File: src/i2c_hold_pkg.sv
package i2c_hold_pkg;

   // ==========================================================
   // Register byte offsets.
   localparam logic [4:0] off_control_one = 5'h00;
   localparam logic [4:0] off_control_three = 5'h04;
   localparam logic [4:0] off_own_address = 5'h08;
   localparam logic [4:0] off_rx_data = 5'h0C;
   localparam logic [4:0] off_tx_data = 5'h10;
   localparam logic [4:0] off_irq_status = 5'h14;
   localparam logic [4:0] off_irq_clear = 5'h18;
   localparam logic [4:0] off_irq_enable = 5'h1C;

   // ==========================================================
   // Field positions of serial_port_control_one.
   localparam int bit_port_enable = 0;
   localparam int bit_slave_mode = 1;
   localparam int bit_clock_release = 4;
   localparam int bit_nack = 5;

   // Field positions of serial_port_control_three.
   localparam int bit_ack_time = 7;
   localparam int bit_address_hold = 1;
   localparam int bit_data_hold = 0;

   // Field positions of the receive data register.
   localparam int bit_rx_was_address = 8;
   localparam int bit_rx_read_dir = 9;

   // ==========================================================
   // Reset values.
   localparam logic clock_release_reset = 1'b1;
   localparam logic [6:0] own_address_reset = 7'h2A;
   localparam logic [7:0] tx_data_reset = 8'hFF;

   // ==========================================================
   // Interrupt events, one sticky status bit each.
   localparam int irq_bits = 4;
   localparam int irq_address_match = 0;
   localparam int irq_data_received = 1;
   localparam int irq_stop = 2;
   localparam int irq_hold = 3;

   // Bits in each byte of a frame.
   localparam logic [3:0] byte_bits = 4'h8;

   // AXI4-Lite response codes.
   localparam logic [1:0] resp_okay = 2'h0;
   localparam logic [1:0] resp_slverr = 2'h2;

   // ==========================================================
   // Synchronised two-wire bus line with its edges.
   typedef struct packed {
      logic scl;
      logic sda;
   } wire_pair_t;

   typedef struct packed {
      wire_pair_t level;
      wire_pair_t rise;
      wire_pair_t fall;
   } bus_view_t;

   // Protocol phases of the slave receiver.
   typedef enum logic [2:0] {
      st_idle,
      st_shift,
      st_ack,
      st_master_ack,
      st_wait
   } phase_t;

endpackage : i2c_hold_pkg

File: src/pin_sync.sv
`timescale 1ns/1ps

module pin_sync import i2c_hold_pkg::*; #(
   parameter int WIDTH = 2
) (
   // Clock and reset.
   input wire logic aclk,
   input wire logic aresetn,
   // Asynchronous inputs.
   input wire logic [WIDTH-1:0] pins,
   // Synchronised level and one-cycle edge pulses.
   output logic [WIDTH-1:0] level,
   output logic [WIDTH-1:0] rise,
   output logic [WIDTH-1:0] fall
);

   // ==========================================================
   // Per line: two flops of synchroniser, then one history flop for edges.
   genvar i;
   generate
      for (i = 0; i < WIDTH; i++) begin : g_line
         logic meta;
         logic stable;
         logic prev;
         // The first flop is read only by the second; lines idle high.
         always_ff @(posedge aclk) begin
            if (!aresetn) begin
               meta <= 1'b1;
               stable <= 1'b1;
               prev <= 1'b1;
            end else begin
               meta <= pins[i];
               stable <= meta;
               prev <= stable;
            end
         end
         assign level[i] = stable;
         assign rise[i] = stable & ~prev;
         assign fall[i] = ~stable & prev;
      end
   endgenerate

endmodule : pin_sync

File: src/i2c_slave_clock_hold.sv
`timescale 1ns/1ps
// How it works
// - With address hold on, matching address byte clears clock release at 8th fall.
// - After address hold, SCL stays driven low until software sets clock release.
// - With address hold off, matching addresses neither stretch SCL nor clear release.
// - With data hold on, every received data byte clears clock release at 8th fall.
// - After data hold, SCL held low so acknowledge waits for software release.
// - With data hold off, received data bytes neither clear release nor stretch.
// - Hold enables act only while the port is an enabled two-wire slave.

module i2c_slave_clock_hold import i2c_hold_pkg::*; #(
   parameter int ADDR_WIDTH = 8
) (
   // Clock and reset.
   input wire logic aclk,
   input wire logic aresetn,
   // AXI4-Lite write address and data.
   input wire logic [ADDR_WIDTH-1:0] s_axi_awaddr,
   input wire logic s_axi_awvalid,
   output logic s_axi_awready,
   input wire logic [31:0] s_axi_wdata,
   input wire logic [3:0] s_axi_wstrb,
   input wire logic s_axi_wvalid,
   output logic s_axi_wready,
   // AXI4-Lite write response.
   output logic [1:0] s_axi_bresp,
   output logic s_axi_bvalid,
   input wire logic s_axi_bready,
   // AXI4-Lite read.
   input wire logic [ADDR_WIDTH-1:0] s_axi_araddr,
   input wire logic s_axi_arvalid,
   output logic s_axi_arready,
   output logic [31:0] s_axi_rdata,
   output logic [1:0] s_axi_rresp,
   output logic s_axi_rvalid,
   input wire logic s_axi_rready,
   // Two-wire bus pins, open drain.
   input wire logic scl_in,
   output logic scl_out,
   output logic scl_oe,
   input wire logic sda_in,
   output logic sda_out,
   output logic sda_oe,
   // Interrupt.
   output logic irq
);

   // ==========================================================
   // Elaboration check.
   if (ADDR_WIDTH < 5) begin : g_bad_width
      $error("ADDR_WIDTH must be at least 5");
   end

   // ==========================================================
   // Declarations.
   logic port_enable, slave_mode, clock_release_bit, nack, address_hold_enable, data_hold_enable;
   logic acknowledge_time_status, rx_was_address, is_address, read_dir, hold_now, slave_active, byte_done;
   logic address_match, aw_held, w_held, do_write, wr_mapped, rd_mapped;
   logic [6:0] own_address;
   logic [7:0] rx_data, tx_data, shreg, tx_shift;
   logic [irq_bits-1:0] irq_status, irq_enable, irq_event;
   logic [3:0] bit_cnt, w_strb;
   logic [4:0] waddr;
   logic [ADDR_WIDTH-1:0] aw_addr;
   logic [31:0] w_data, next_rdata;
   phase_t phase;
   bus_view_t bus;

   // ==========================================================
   // Pin synchronisers and edge detection.
   pin_sync #(.WIDTH(2)) u_sync (
      .aclk(aclk),
      .aresetn(aresetn),
      .pins({scl_in, sda_in}),
      .level(bus.level),
      .rise(bus.rise),
      .fall(bus.fall)
   );

   // Hold enables and bus activity apply only to an enabled slave port.
   assign slave_active = port_enable & slave_mode;
   assign byte_done = (phase == st_shift) && bus.fall.scl && (bit_cnt == byte_bits);
   assign address_match = shreg[7:1] == own_address;

   // Hardware hold request at the eighth falling edge of a byte.
   always_comb begin
      hold_now = 1'b0;
      irq_event = '0;
      if (byte_done && slave_active) begin
         if (is_address) begin
            if (address_match) begin
               irq_event[irq_address_match] = 1'b1;
               hold_now = address_hold_enable;
            end
         end else if (!read_dir) begin
            irq_event[irq_data_received] = 1'b1;
            hold_now = data_hold_enable;
         end
      end
      irq_event[irq_hold] = hold_now;
      irq_event[irq_stop] = slave_active && (phase != st_idle) && bus.level.scl && bus.rise.sda;
   end

   // ==========================================================
   // Protocol phase, bit counter and shift registers.
   always_ff @(posedge aclk) begin
      if (!aresetn || !slave_active) begin
         phase <= st_idle;
         bit_cnt <= '0;
         shreg <= '0;
         tx_shift <= '0;
         is_address <= 1'b0;
         read_dir <= 1'b0;
      end else if (bus.level.scl && bus.fall.sda) begin
         // Start or repeated start.
         phase <= st_shift;
         bit_cnt <= '0;
         is_address <= 1'b1;
         read_dir <= 1'b0;
      end else if (bus.level.scl && bus.rise.sda) begin
         // Stop.
         phase <= st_idle;
      end else begin
         case (phase)
            st_shift: begin
               if (bus.rise.scl) begin
                  shreg <= {shreg[6:0], bus.level.sda};
                  bit_cnt <= bit_cnt + 4'h1;
               end else if (byte_done) begin
                  if (is_address) begin
                     phase <= address_match ? st_ack : st_wait;
                     read_dir <= shreg[0];
                  end else begin
                     phase <= read_dir ? st_master_ack : st_ack;
                  end
               end else if (bus.fall.scl && bit_cnt != 4'h0) begin
                  tx_shift <= {tx_shift[6:0], 1'b1};
               end
            end
            st_ack: begin
               // Acknowledge slot ends at the ninth falling edge.
               if (bus.fall.scl) begin
                  phase <= nack ? st_wait : st_shift;
                  bit_cnt <= '0;
                  is_address <= 1'b0;
                  tx_shift <= read_dir ? tx_data : 8'hFF;
               end
            end
            st_master_ack: begin
               // A released SDA at the ninth rise ends the transfer.
               if (bus.rise.scl && bus.level.sda) begin
                  phase <= st_wait;
               end else if (bus.fall.scl) begin
                  phase <= st_shift;
                  bit_cnt <= '0;
                  tx_shift <= tx_data;
               end
            end
            default: phase <= phase;
         endcase
      end
   end

   // Received byte capture for software.
   always_ff @(posedge aclk) begin
      if (!aresetn) begin
         rx_data <= '0;
         rx_was_address <= 1'b0;
      end else if (byte_done && slave_active && (is_address ? address_match : !read_dir)) begin
         rx_data <= shreg;
         rx_was_address <= is_address;
      end
   end

   // Acknowledge-time status: 8th fall to the next 9th rise in an acknowledge slot, only with a hold enable.
   always_ff @(posedge aclk) begin
      if (!aresetn) begin
         acknowledge_time_status <= 1'b0;
      end else if (!slave_active || !(address_hold_enable || data_hold_enable)) begin
         acknowledge_time_status <= 1'b0;
      end else if (byte_done) begin
         acknowledge_time_status <= 1'b1;
      end else if (bus.rise.scl && (phase == st_ack || phase == st_master_ack)) begin
         acknowledge_time_status <= 1'b0;
      end
   end

   // ==========================================================
   // Pin drive: SCL is stretched while the port is an enabled slave and the clock release bit is clear.
   assign scl_out = 1'b0;
   assign sda_out = 1'b0;
   assign scl_oe = slave_active & ~clock_release_bit;
   assign sda_oe = (phase == st_ack && !nack) || (phase == st_shift && read_dir && !is_address && !tx_shift[7]);

   // ==========================================================
   // AXI4-Lite write channel capture.
   assign s_axi_awready = !aw_held && !s_axi_bvalid;
   assign s_axi_wready = !w_held && !s_axi_bvalid;
   assign do_write = aw_held && w_held && !s_axi_bvalid;
   assign waddr = aw_addr[4:0];
   assign wr_mapped = (aw_addr[ADDR_WIDTH-1:2] <= 7) && (aw_addr[1:0] == 2'h0);

   always_ff @(posedge aclk) begin
      if (!aresetn) begin
         aw_held <= 1'b0;
         w_held <= 1'b0;
         aw_addr <= '0;
         w_data <= '0;
         w_strb <= '0;
      end else begin
         if (s_axi_awvalid && s_axi_awready) begin
            aw_held <= 1'b1;
            aw_addr <= s_axi_awaddr;
         end else if (do_write) begin
            aw_held <= 1'b0;
         end
         if (s_axi_wvalid && s_axi_wready) begin
            w_held <= 1'b1;
            w_data <= s_axi_wdata;
            w_strb <= s_axi_wstrb;
         end else if (do_write) begin
            w_held <= 1'b0;
         end
      end
   end

   // Write response one cycle after both halves are held.
   always_ff @(posedge aclk) begin
      if (!aresetn) begin
         s_axi_bvalid <= 1'b0;
         s_axi_bresp <= resp_okay;
      end else if (do_write) begin
         s_axi_bvalid <= 1'b1;
         s_axi_bresp <= wr_mapped ? resp_okay : resp_slverr;
      end else if (s_axi_bready) begin
         s_axi_bvalid <= 1'b0;
      end
   end

   // Control registers; the byte lane 0 strobe gates every field.
   always_ff @(posedge aclk) begin
      if (!aresetn) begin
         port_enable <= 1'b0;
         slave_mode <= 1'b0;
         nack <= 1'b0;
         address_hold_enable <= 1'b0;
         data_hold_enable <= 1'b0;
         own_address <= own_address_reset;
         tx_data <= tx_data_reset;
         irq_enable <= '0;
      end else if (do_write && wr_mapped && w_strb[0]) begin
         if (waddr == off_control_one) begin
            port_enable <= w_data[bit_port_enable];
            slave_mode <= w_data[bit_slave_mode];
            nack <= w_data[bit_nack];
         end else if (waddr == off_control_three) begin
            address_hold_enable <= w_data[bit_address_hold];
            data_hold_enable <= w_data[bit_data_hold];
         end else if (waddr == off_own_address) begin
            own_address <= w_data[6:0];
         end else if (waddr == off_tx_data) begin
            tx_data <= w_data[7:0];
         end else if (waddr == off_irq_enable) begin
            irq_enable <= w_data[irq_bits-1:0];
         end
      end
   end

   // Clock release bit: a hardware hold clears it, software sets it again.
   always_ff @(posedge aclk) begin
      if (!aresetn) begin
         clock_release_bit <= clock_release_reset;
      end else if (hold_now) begin
         clock_release_bit <= 1'b0;
      end else if (do_write && wr_mapped && w_strb[0] && waddr == off_control_one) begin
         clock_release_bit <= w_data[bit_clock_release];
      end
   end

   // Sticky interrupt status; a new event wins over a clear.
   always_ff @(posedge aclk) begin
      if (!aresetn) begin
         irq_status <= '0;
      end else if (do_write && wr_mapped && w_strb[0] && waddr == off_irq_clear) begin
         irq_status <= (irq_status & ~w_data[irq_bits-1:0]) | irq_event;
      end else begin
         irq_status <= irq_status | irq_event;
      end
   end
   assign irq = |(irq_status & irq_enable);

   // ==========================================================
   // AXI4-Lite read channel.
   assign s_axi_arready = !s_axi_rvalid;

   always_comb begin
      next_rdata = '0;
      rd_mapped = s_axi_araddr[1:0] == 2'h0 && s_axi_araddr[ADDR_WIDTH-1:2] <= 7;
      if (s_axi_araddr[4:0] == off_control_one) begin
         next_rdata[bit_port_enable] = port_enable;
         next_rdata[bit_slave_mode] = slave_mode;
         next_rdata[bit_clock_release] = clock_release_bit;
         next_rdata[bit_nack] = nack;
      end else if (s_axi_araddr[4:0] == off_control_three) begin
         next_rdata[bit_ack_time] = acknowledge_time_status;
         next_rdata[bit_address_hold] = address_hold_enable;
         next_rdata[bit_data_hold] = data_hold_enable;
      end else if (s_axi_araddr[4:0] == off_own_address) begin
         next_rdata[6:0] = own_address;
      end else if (s_axi_araddr[4:0] == off_rx_data) begin
         next_rdata[7:0] = rx_data;
         next_rdata[bit_rx_was_address] = rx_was_address;
         next_rdata[bit_rx_read_dir] = read_dir;
      end else if (s_axi_araddr[4:0] == off_tx_data) begin
         next_rdata[7:0] = tx_data;
      end else if (s_axi_araddr[4:0] == off_irq_status) begin
         next_rdata[irq_bits-1:0] = irq_status;
      end else if (s_axi_araddr[4:0] == off_irq_enable) begin
         next_rdata[irq_bits-1:0] = irq_enable;
      end
   end

   // Read data registered one cycle after the address is taken.
   always_ff @(posedge aclk) begin
      if (!aresetn) begin
         s_axi_rvalid <= 1'b0;
         s_axi_rdata <= '0;
         s_axi_rresp <= resp_okay;
      end else if (s_axi_arvalid && s_axi_arready) begin
         s_axi_rvalid <= 1'b1;
         s_axi_rdata <= rd_mapped ? next_rdata : 32'h0000_0000;
         s_axi_rresp <= rd_mapped ? resp_okay : resp_slverr;
      end else if (s_axi_rready) begin
         s_axi_rvalid <= 1'b0;
      end
   end

endmodule : i2c_slave_clock_hold

File: config.mk
export PLATFORM = sky130hd
export DESIGN_NAME = i2c_slave_clock_hold
export DESIGN_NICKNAME = d
export VERILOG_FILES = /design/src/i2c_hold_pkg.sv /design/src/pin_sync.sv /design/src/i2c_slave_clock_hold.sv
export SDC_FILE = /design/constraint.sdc
export NUM_CORES = 1
export LEC_CHECK = 0
export BUFFER_PORTS_ARGS = -buffer_cell sky130_fd_sc_hd__buf_2
export CAP_MARGIN = 10
export CORE_ASPECT_RATIO = 0.9
export CORE_MARGIN = 8
export CORE_UTILIZATION = 30
export DETAILED_ROUTE_END_ITERATION = 7
export GPL_TIMING_DRIVEN = 0
export HOLD_SLACK_MARGIN = 0.05
export PLACE_DENSITY_LB_ADDON = 0.15
export SLEW_MARGIN = 20
export SYNTH_ARGS = -nofsm -noshare
export SYNTH_HDL_FRONTEND = slang
export SYNTH_SLANG_ARGS = --single-unit
File: constraint.sdc
create_clock -name aclk -period 3.14 [get_ports aclk]
set_input_delay 0.157 -clock aclk [delete_from_list [all_inputs] [get_ports aclk]]
set_output_delay 0.157 -clock aclk [all_outputs]
set_load 0.05 [all_outputs]
## Word level (Yosys, flattened, before mapping)

Index checks and enable logic that the tools add are counted.

- Register bits: 127
- Input port bits: 61
- Output and inout port bits: 46
- Word-level logic and storage cells: 239

- $add $sub $neg: 1
- $lt $le $gt $ge: 2
- Equal/unequal tests: 30
- Mux-type cells: 69
- Bitwise logic cells: 24
- Reduce and logical (&&, ||, !) cells: 77

Operators by type and width:

| cell | count |
|---|---|
| 2-to-1 mux 8 bit | 8 |
| 2-to-1 mux 4 bit | 9 |
| == test 5 bit (second input constant) | 6 |
| logical AND 1 bit | 29 |
| 2-to-1 mux 1 bit | 28 |
| 2-to-1 mux 3 bit | 9 |
| case mux 8 bit (3 select lines) | 1 |
| AND reduction 5 bit | 4 |
| 2-to-1 mux 2 bit | 9 |
| inequality test 2 bit (second input constant) | 9 |
| nonzero test 2 bit | 8 |
| == test 5 x 4 -> 1 bit (second input constant) | 3 |
| NOT 1 bit | 13 |
| less-or-equal comparator 6 x 3 -> 1 bit (second input constant) | 2 |
| inequality test 4 bit (second input constant) | 3 |
| case mux 4 bit (3 select lines) | 1 |
| AND reduction 4 bit | 3 |
| logical NOT 1 bit | 11 |
| == test 5 x 3 -> 1 bit (second input constant) | 2 |
| logical NOT 5 bit | 2 |
| 2-to-1 mux 10 bit | 1 |
| case mux 3 bit (3 select lines) | 1 |
| AND reduction 9 bit | 1 |
| AND 4 bit | 2 |
| 23 further kinds | 38 |

## Depth between registers and ports, before layout

Gate-level depths: netlist of the first run.

- Word-level depth: 9
- Mapped depth: 8

## Hierarchy

Synthesis of the first run repeated with hierarchy kept, for this count alone.

- Cells, all modules: 560
- Area total of the unflattened synthesis: 4884.7 sq um

By module, submodules not included:

| module | instances | cells an instance | area an instance (sq um) | seq. area each (sq um) |
|---|---|---|---|---|
| i2c_slave_clock_hold | 1 | 542 | 4687.0 | 1941.9 |
| pin_sync | 1 | 18 | 197.7 | 120.1 |

## Least setup slack after synthesis of the first run

No wires, ideal clock.

- Path type: register to register
- Start: register s_axi_bvalid
- End: register w_data[0]
- Setup time: 0.070 ns
- Arrival time: 1.938 ns
- Path slack: 1.131 ns
- Stages on the path, launching flop included: 6
- Buffers on the path: 1
- Cells stage by stage: dfxtp_1 nor2_1 and2_1 clkbuf_1 nand2_1 a21oi_1

- Cells in the longest elaborated chain, start to end: 3

RTL lines:

| what | line | source |
|---|---|---|
| from (decl) | i2c_slave_clock_hold.sv:27 | `output logic s_axi_bvalid,` |
| from (signal assigned) | i2c_slave_clock_hold.sv:230 | `s_axi_bvalid <= 1'b0;` |
| from (signal assigned) | i2c_slave_clock_hold.sv:233 | `s_axi_bvalid <= 1'b1;` |
| from (signal assigned) | i2c_slave_clock_hold.sv:236 | `s_axi_bvalid <= 1'b0;` |
| logical NOT 1 bit | i2c_slave_clock_hold.sv:198 | `assign s_axi_wready = !w_held && !s_axi_bvalid;` |
| logical AND 1 bit | i2c_slave_clock_hold.sv:198 |  |
| via s_axi_wready | i2c_slave_clock_hold.sv:24 | `output logic s_axi_wready,` |
| logical AND 1 bit | i2c_slave_clock_hold.sv:217 | `if (s_axi_wvalid && s_axi_wready) begin` |
| to (signal assigned) | i2c_slave_clock_hold.sv:219 | `w_data <= s_axi_wdata;` |
| to (decl) | i2c_slave_clock_hold.sv:65 | `logic [31:0] w_data, next_rdata;` |

The timed path passes the listed nets, and every way through them passes these cells.
A chain may end at the register's enable or synchronous reset.

## Final worst setup path of the first run

- Start: register bit_cnt[0]
- End: register tx_shift[6]

- Cells in the longest elaborated chain, start to end: 4
- Elaborated cells between the ends (all ways): 7
- Those cells by class: eq/ne (3); reduce/logical (4)

RTL lines:

| what | line | source |
|---|---|---|
| from (decl) | i2c_slave_clock_hold.sv:62 | `logic [3:0] bit_cnt, w_strb;` |
| from (signal assigned) | i2c_slave_clock_hold.sv:128 | `bit_cnt <= bit_cnt + 4'h1;` |
| == test 4 bit / nonzero test 4 bit (equally long branches) | i2c_slave_clock_hold.sv:82, i2c_slave_clock_hold.sv:136 |  |
| logical AND 1 bit (on tied branches) | i2c_slave_clock_hold.sv:82, i2c_slave_clock_hold.sv:136 |  |
| inequality test 2 bit (no source line) | - |  |
| AND reduction 9 bit (no source line) (*) | - |  |
| to (signal assigned) | i2c_slave_clock_hold.sv:137 | `tx_shift <= {tx_shift[6:0], 1'b1};` |
| to (signal assigned) | i2c_slave_clock_hold.sv:146 | `tx_shift <= read_dir ? tx_data : 8'hFF;` |
| to (signal assigned) | i2c_slave_clock_hold.sv:156 | `tx_shift <= tx_data;` |
| to (decl) | i2c_slave_clock_hold.sv:60 | `logic [7:0] rx_data, tx_data, shreg, tx_shift;` |

Mark *: on every way between the ends. The rest lies on a longest branch, timed or not.

==> results of run 1 <==
## final timing paths
check	from	to	slack, ns	cells after the start
min reg2reg	u_sync.g_line[1].meta	u_sync.g_line[1].stable	0.42	1
max reg2reg	bit_cnt[0]	tx_shift[6]	1.06	8
min	s_axi_arvalid	s_axi_rvalid	0.08	3
max	bit_cnt[0]	tx_shift[6]	1.06	8
## through the flow
stage          utilization (%)  setup slack, ns
2_1_floorplan                -             1.13
5_1_grt                   37.2            0.754
6_report                  37.2             1.06
4_1_cts                   37.2             1.04
3_5_place_dp              34.1             1.06
3_3_place_gp              34.1             1.06
## power by group
part / switching [mW] / total [mW] / internal (mW)
Sequential: 0.0265 / 1.36 / 1.33
Clock: 0.521 / 1.14 / 0.621
Combinational: 0.201 / 0.298 / 0.0976
## kinds of logic (layout without fill, tap and decap cells)
group	after synthesis	after routing	share of synthesized area, %
AO/OA/AOI/OAI	131	131	16.5
XOR/XNOR	8	8	1.45
adder cells (fa/ha/maj)	2	2	0.519
buffers and inverters	67	153	7.89
flip-flops	103	103	42.8
multiplexers	37	37	7.68
other	1	26	0.0778
AND/OR/NAND/NOR	227	227	23.1
## cell type report
| type | count | area share [%] |
|---|---|---|
| Clock inverter | 7 | 1.23 |
| Multi-Input combinational cell | 431 | 41.8 |
| Inverter | 9 | 0.570 |
| Clock buffer | 9 | 3.80 |
| Buffer | 58 | 5.85 |
| Timing Repair Buffer | 70 | 7.60 |
| Sequential cell | 103 | 34.8 |
| Tap cell | 207 | 4.37 |
## worst max-delay path: cells and delay by family, from the launching register on
kind,cells,cell delay (ns)
simple gates,2,0.56
flops,1,0.39
buf+inv,2,0.43
fa+ha+maj,1,0.20
compound gates,3,0.42
## state kept, by name, indices dropped and copies added, names as in the netlist, 2 cells and up
signal                flops
s_axi_rdata              10
aw_addr                   8
rx_data                   8
shreg                     8
tx_data                   8
tx_shift                  8
w_data                    8
own_address               7
bit_cnt                   4
irq_enable                4
irq_status                4
phase                     3
u_sync.g_line.meta        2
u_sync.g_line.prev        2
u_sync.g_line.stable      2
## routing by layer
layer | up-vias | share of wire, % | global-route usage (%)
met3 | 20 | 4.1 | 3.23
li1 | 2176 | - | -
met1 | 2018 | 48 | 18.1
met4 | 0 | 2.1 | 5.21
met2 | 101 | 46 | 21.7
met5 | - | 0 | 0
## layout by cell type (no fill, tap or decap), drive strengths merged, types with 4 or more instances in the layout
cell type | synthesis | final
a21oi | 63 | 63
nand2b | 23 | 23
nor2b | 4 | 4
o221ai | 9 | 9
a22oi | 5 | 5
buf | 33 | 83
a211oi | 6 | 6
xnor2 | 7 | 7
o21ai | 26 | 26
dfxtp | 103 | 103
a31o | 5 | 5
nor3 | 13 | 13
mux2i | 37 | 37
dlygate4sd3 | 0 | 20
inv | 9 | 10
nand3b | 6 | 6
nor4 | 4 | 4
nand2 | 83 | 83
and3 | 4 | 4
nor2 | 50 | 50
clkbuf | 25 | 34
nand3 | 21 | 21
conb | 1 | 26
clkinv | 0 | 4
## synth_stat cells, types with 3 or more instances
library cell,number
a31o_1,4
nand2b_1,23
or3_1,3
clkbuf_1,24
nand2_1,83
nor2b_1,4
mux2i_1,37
nand4_1,3
buf_4,27
inv_1,8
a211oi_1,6
nand3b_1,6
a21oi_1,63
nor2_1,50
buf_6,3
a22oi_1,5
o221ai_1,9
o21a_1,3
nand3_1,21
and2_1,3
dfxtp_1,103
buf_2,3
xnor2_1,7
o21ai_0,24
nor3_1,13
and3_1,3
## timing repair
action / in CTS / in global routing
endpoints found under the hold margin: 20 / 0
hold buffers: 20 / 0
buffers inserted: 0 / 0
==> impl_results.md, run 1 <==
* Layout fillers at 1661
* Clock root cell: clkbuf_16
* Max incr delay on CP at 0.48 ns
* Final nets at 745
* Synth warnings at 0
* Fmax at 480 MHz
* Nature of the critical path endpoint: register
* Die area at 20400 um^2
* CTS tree: built
* Number of CTS-inserted buffers at 9
* Top-level port count at 107
* Detail-routed via count per cell at 4.83
* Final wirelength at 14000 um
* Req. time, crit path at 3.42 ns
* Most Frequent Cell on Critical Path: a21oi_1
* Final number of max-transition violations at 0
* Core Footprint at 15900 um^2
* Crit path kind: reg -> reg
* Worst Tran Pin Value at 0.649 ns
* # port buffers at 50
* Core Rows at 44
* Largest cells by area after synthesis: dfxtp_1, mux2i_1, a21oi_1
* Total power at 2.80 mW
* Vias in the first global route at 4089
* DP HPWL at 10700 um
* Final setup TNS at 0 ns
* RSZ-0062 raised after global routing: no
* Worst path cell trace: inv_1, ha_1, nand2b_1, a21oi_1, nor3_1, clkbuf_1, o221ai_1, a21oi_1
* Layout cells sized above 1 at 15.9%
* Die height at 136 um
* Clk_lat worst skew at 0.36 ns
* Final setup vio count at 0
* TritonCTS Sinks at 103
* Pwr/cell area at 472 nW/um^2
* Synth area leader: dfxtp_1
* Leakage at 2.38 nW
* Post-synth cell types at 54
* Number of diodes at 0
* Synthesized cell area at 4820 um^2
* Yosys top cell area share at 42.8%
* Final Cell Area at 5920 um^2
* Layout Skew at 0.00747 ns
* Initial antenna violation count at 0
* Period minus WS final at 2.08 ns
* Ys flop type: dfxtp_1
* Post-DRT Antenna Nets at 0
* DP Area at 5430 um^2
* Final hold violation count at 0
* CTS HTree Levels at 3
* Post-Synthesis Cells at 576
* Avg Cell Area, Syn at 8.37 um^2
* Worst Hold Class: in -> reg
* Max-cap violations at 0
* # DRC at 0
* EDFF count, synth at 0
* Crit share post-route at 66.3%
* Finished Layout Cells at 894
* Post-synth ARST share at 0%
* Worst VDD drop at 0.321 mV
* CP arrival at 2.37 ns
* Vias at 4315
* Drt initial violations at 253
* First-pass GRT wire length at 21900 um
* Worst setup SP type: register
* Post-CTS resize count at 0
* Chip Width at 150 um
* Largest net degree at the start of global routing at 18
* Overall routing resource usage at 13.8%
* WL/cell at 15.7 um
* Area grow syn2layout at 22.8%
* Status: finished, final reports clean
* Final global-route overflow total at 0
* Crit path max fanout at 10
* Slowest cell on the critical path: nor3_1
* Slew margin rel. at 56.7%
* Drt first pass iters at 6
* Placed insts at 858
* Initial Util at 30.3%
* Worst hold margin at 0.0789 ns
* Clock transition at path regs at 0.07 ns
* Footprint of the multi-input gates at 2470 um^2
* #FFs+latches synth at 103
* Routability congestion estimate at 0.863
* Seq/Total Area, Yosys at 42.8%
* Sequential Area at 2060 um^2
* CTS max path bufs at 2
Note: power is estimated with default switching activity, not from simulation.
==> inputs of run 2 (changes only) <==
==> constraint.sdc (replaced) <==
create_clock -name aclk -period 1.9 [get_ports aclk]
set_input_delay 0.095 -clock aclk [delete_from_list [all_inputs] [get_ports aclk]]
set_output_delay 0.095 -clock aclk [all_outputs]
set_load 0.05 [all_outputs]
==> run 2 against run 1 <==
Core utilization rose by 1.3 points. Count of clock-buffer cells in the layout rose by 2. Largest power group unchanged. Fmax rose by 11%. Hold slack got worse by 0.014 ns.
==> impl_results.md, run 2 (synthesis results as in run 1) <==
* Final number of max-transition violations at 0
* Routability congestion estimate at 0.853
* Final Cell Area at 6120 um^2
* Worst reg-to-reg setup slack at 0.02 ns
* Sequential Area at 2060 um^2
* Number of CTS-inserted buffers at 9
* Core Rows at 44
* Overall routing resource usage at 14.1%
* Die area at 20400 um^2
* # port buffers at 50
* Worst Hold Depth at 4
* Vias in the first global route at 4204
* R2R Path End: rx_was_address
* DP HPWL at 10800 um
* CTS HTree Levels at 3
* Post-route core utilization at 38.5%
* Initial antenna violation count at 0
* Chip Width at 150 um
* Worst Hold Launch: s_axi_araddr[6]
* Die height at 136 um
* Detail-routed via count per cell at 4.81
* Clk_lat worst skew at 0.35 ns
* Footprint of the multi-input gates at 2590 um^2
* Reg with most FFs: s_axi_rdata
* Worst setup SP type: register
* Layout cells sized above 1 at 20.3%
* Period minus WS final at 1.88 ns
* Crit path max fanout at 5
* Area grow syn2layout at 27.0%
* Layout Skew at 0.00579 ns
* Max incr delay on CP at 0.42 ns
* Status: finished, final reports clean
* Final hold violation count at 0
* Number of diodes at 0
* Pwr/cell area at 742 nW/um^2
* Top-level port count at 107
* Number of flip-flops in the largest register at 10
* Reg2reg path depth at 7
* Core Footprint at 15900 um^2
* Leakage at 2.44 nW
* DP Area at 5430 um^2
* Worst path cell trace: buf_6, or3b_4, nor4_4, and2_4, buf_6, nand2_1, a31o_1
* # DRC at 0
* Slowest cell on the critical path: or3b_4
* Worst VDD drop at 0.479 mV
* Max-cap violations at 0
* Req. time, crit path at 2.15 ns
* Hold endpoint: s_axi_rdata[7]
* CTS tree: built
* Drt first pass iters at 5
* Final global-route overflow total at 0
* Clock transition at path regs at 0.07 ns
* Clock root cell: clkbuf_16
* Drt initial violations at 300
* Fmax at 533 MHz
* Most frequent cells in the layout: dfxtp_1, nand2_1, a21oi_1
* Slew margin rel. at 55.9%
* Vias at 4339
* Crit share post-route at 98.8%
* Worst Hold Class: in -> reg
* Final wirelength at 14300 um
* Final setup vio count at 0
* Largest net degree at the start of global routing at 18
* TritonCTS Sinks at 103
* RSZ-0062 raised after global routing: yes
* Final nets at 754
* Layout fillers at 1634
* Critical register-to-register path startpoint: phase[2]
* CP arrival at 2.13 ns
* CTS max path bufs at 2
* Crit path kind: reg -> reg
* Commonest non-fill, non-tap cell in the layout: dfxtp_1
* First-pass GRT wire length at 22300 um
* Nature of the critical path endpoint: register
* Initial Util at 30.3%
* Post-DRT Antenna Nets at 0
* Worst Tran Pin Value at 0.662 ns
* Worst hold margin at 0.0653 ns
* Most Frequent Cell on Critical Path: buf_6
* WL/cell at 15.8 um
run 2: changes by cell type in the layout (fill, tap and decap cells not counted), sizes merged:
cell         delta
dlygate4sd3     +1
buf             +9
clkinv          -3
clkinvlp        +1
clkbuf          +1
bufinv          -1
inv             +1
run 2: layer usage:
| metal | up-vias | share of wire, % | GRT usage (%) |
|---|---|---|---|
| li1 | 2189 | - | - |
| met3 | 17 | 5.7 | 3.76 |
| met5 | - | 0 | 0 |
| met2 | 122 | 47 | 22.8 |
| met1 | 2011 | 46 | 18.1 |
| met4 | 0 | 1.5 | 4.03 |
run 2: final cells by class:
cell class	instances	area share (%)
Multi-Input combinational cell	431	42.4
Sequential cell	103	33.7
Timing Repair Buffer	79	8.60
Buffer	58	5.91
Tap cell	207	4.23
Clock buffer	11	3.96
Clock inverter	5	0.674
Inverter	9	0.552
run 2: worst max-delay path, delay by kind of cell, from the launching register on:
family	cells	cell delay [ns]
compound gates	1	0.19
simple gates	4	1.03
flops	1	0.31
buf+inv	2	0.24
run 2: power by group:
part           internal (mW)  switching (mW)
clock network          0.937           0.859
registers               2.20          0.0472
logic                  0.166           0.338
total                   3.30            1.24
run 2: stage by stage:
| step | TNS [ns] | instances | total power [mW] | setup slack [ns] |
|---|---|---|---|---|
| global route | -0.510 | 903 | 4.74 | -0.0499 |
| CTS | 0 | 896 | 4.60 | 0.00577 |
| global placement | -1.42 | 858 | 2.75 | -0.186 |
| floorplan | 0 | 601 | 2.64 | 0.0580 |
| finish | 0 | 903 | 4.54 | 0.0222 |
| detailed placement | -1.85 | 858 | 2.76 | -0.210 |
run 2: worst max path at each step:
stage                 startpoint             end  slack (ns)
floorplan           s_axi_rvalid  s_axi_rdata[0]        0.06
global placement      bit_cnt[0]     tx_shift[3]       -0.19
detailed placement    bit_cnt[0]     tx_shift[4]       -0.21
CTS                   aw_addr[0]   irq_status[1]       0.006
global route          aw_addr[0]  own_address[0]       -0.05
finish                  phase[2]  rx_was_address        0.02
run 2: what timing repair did:
item / in CTS / in global routing
gates resized for setup: 5 / 44
pin swaps: 2 / 18
hold endpoints to repair: 20 / 0
hold buffers: 21 / 0
cloned: 0 / 1
setup endpoints to repair: 30 / 46
setup buffers: 1 / 6
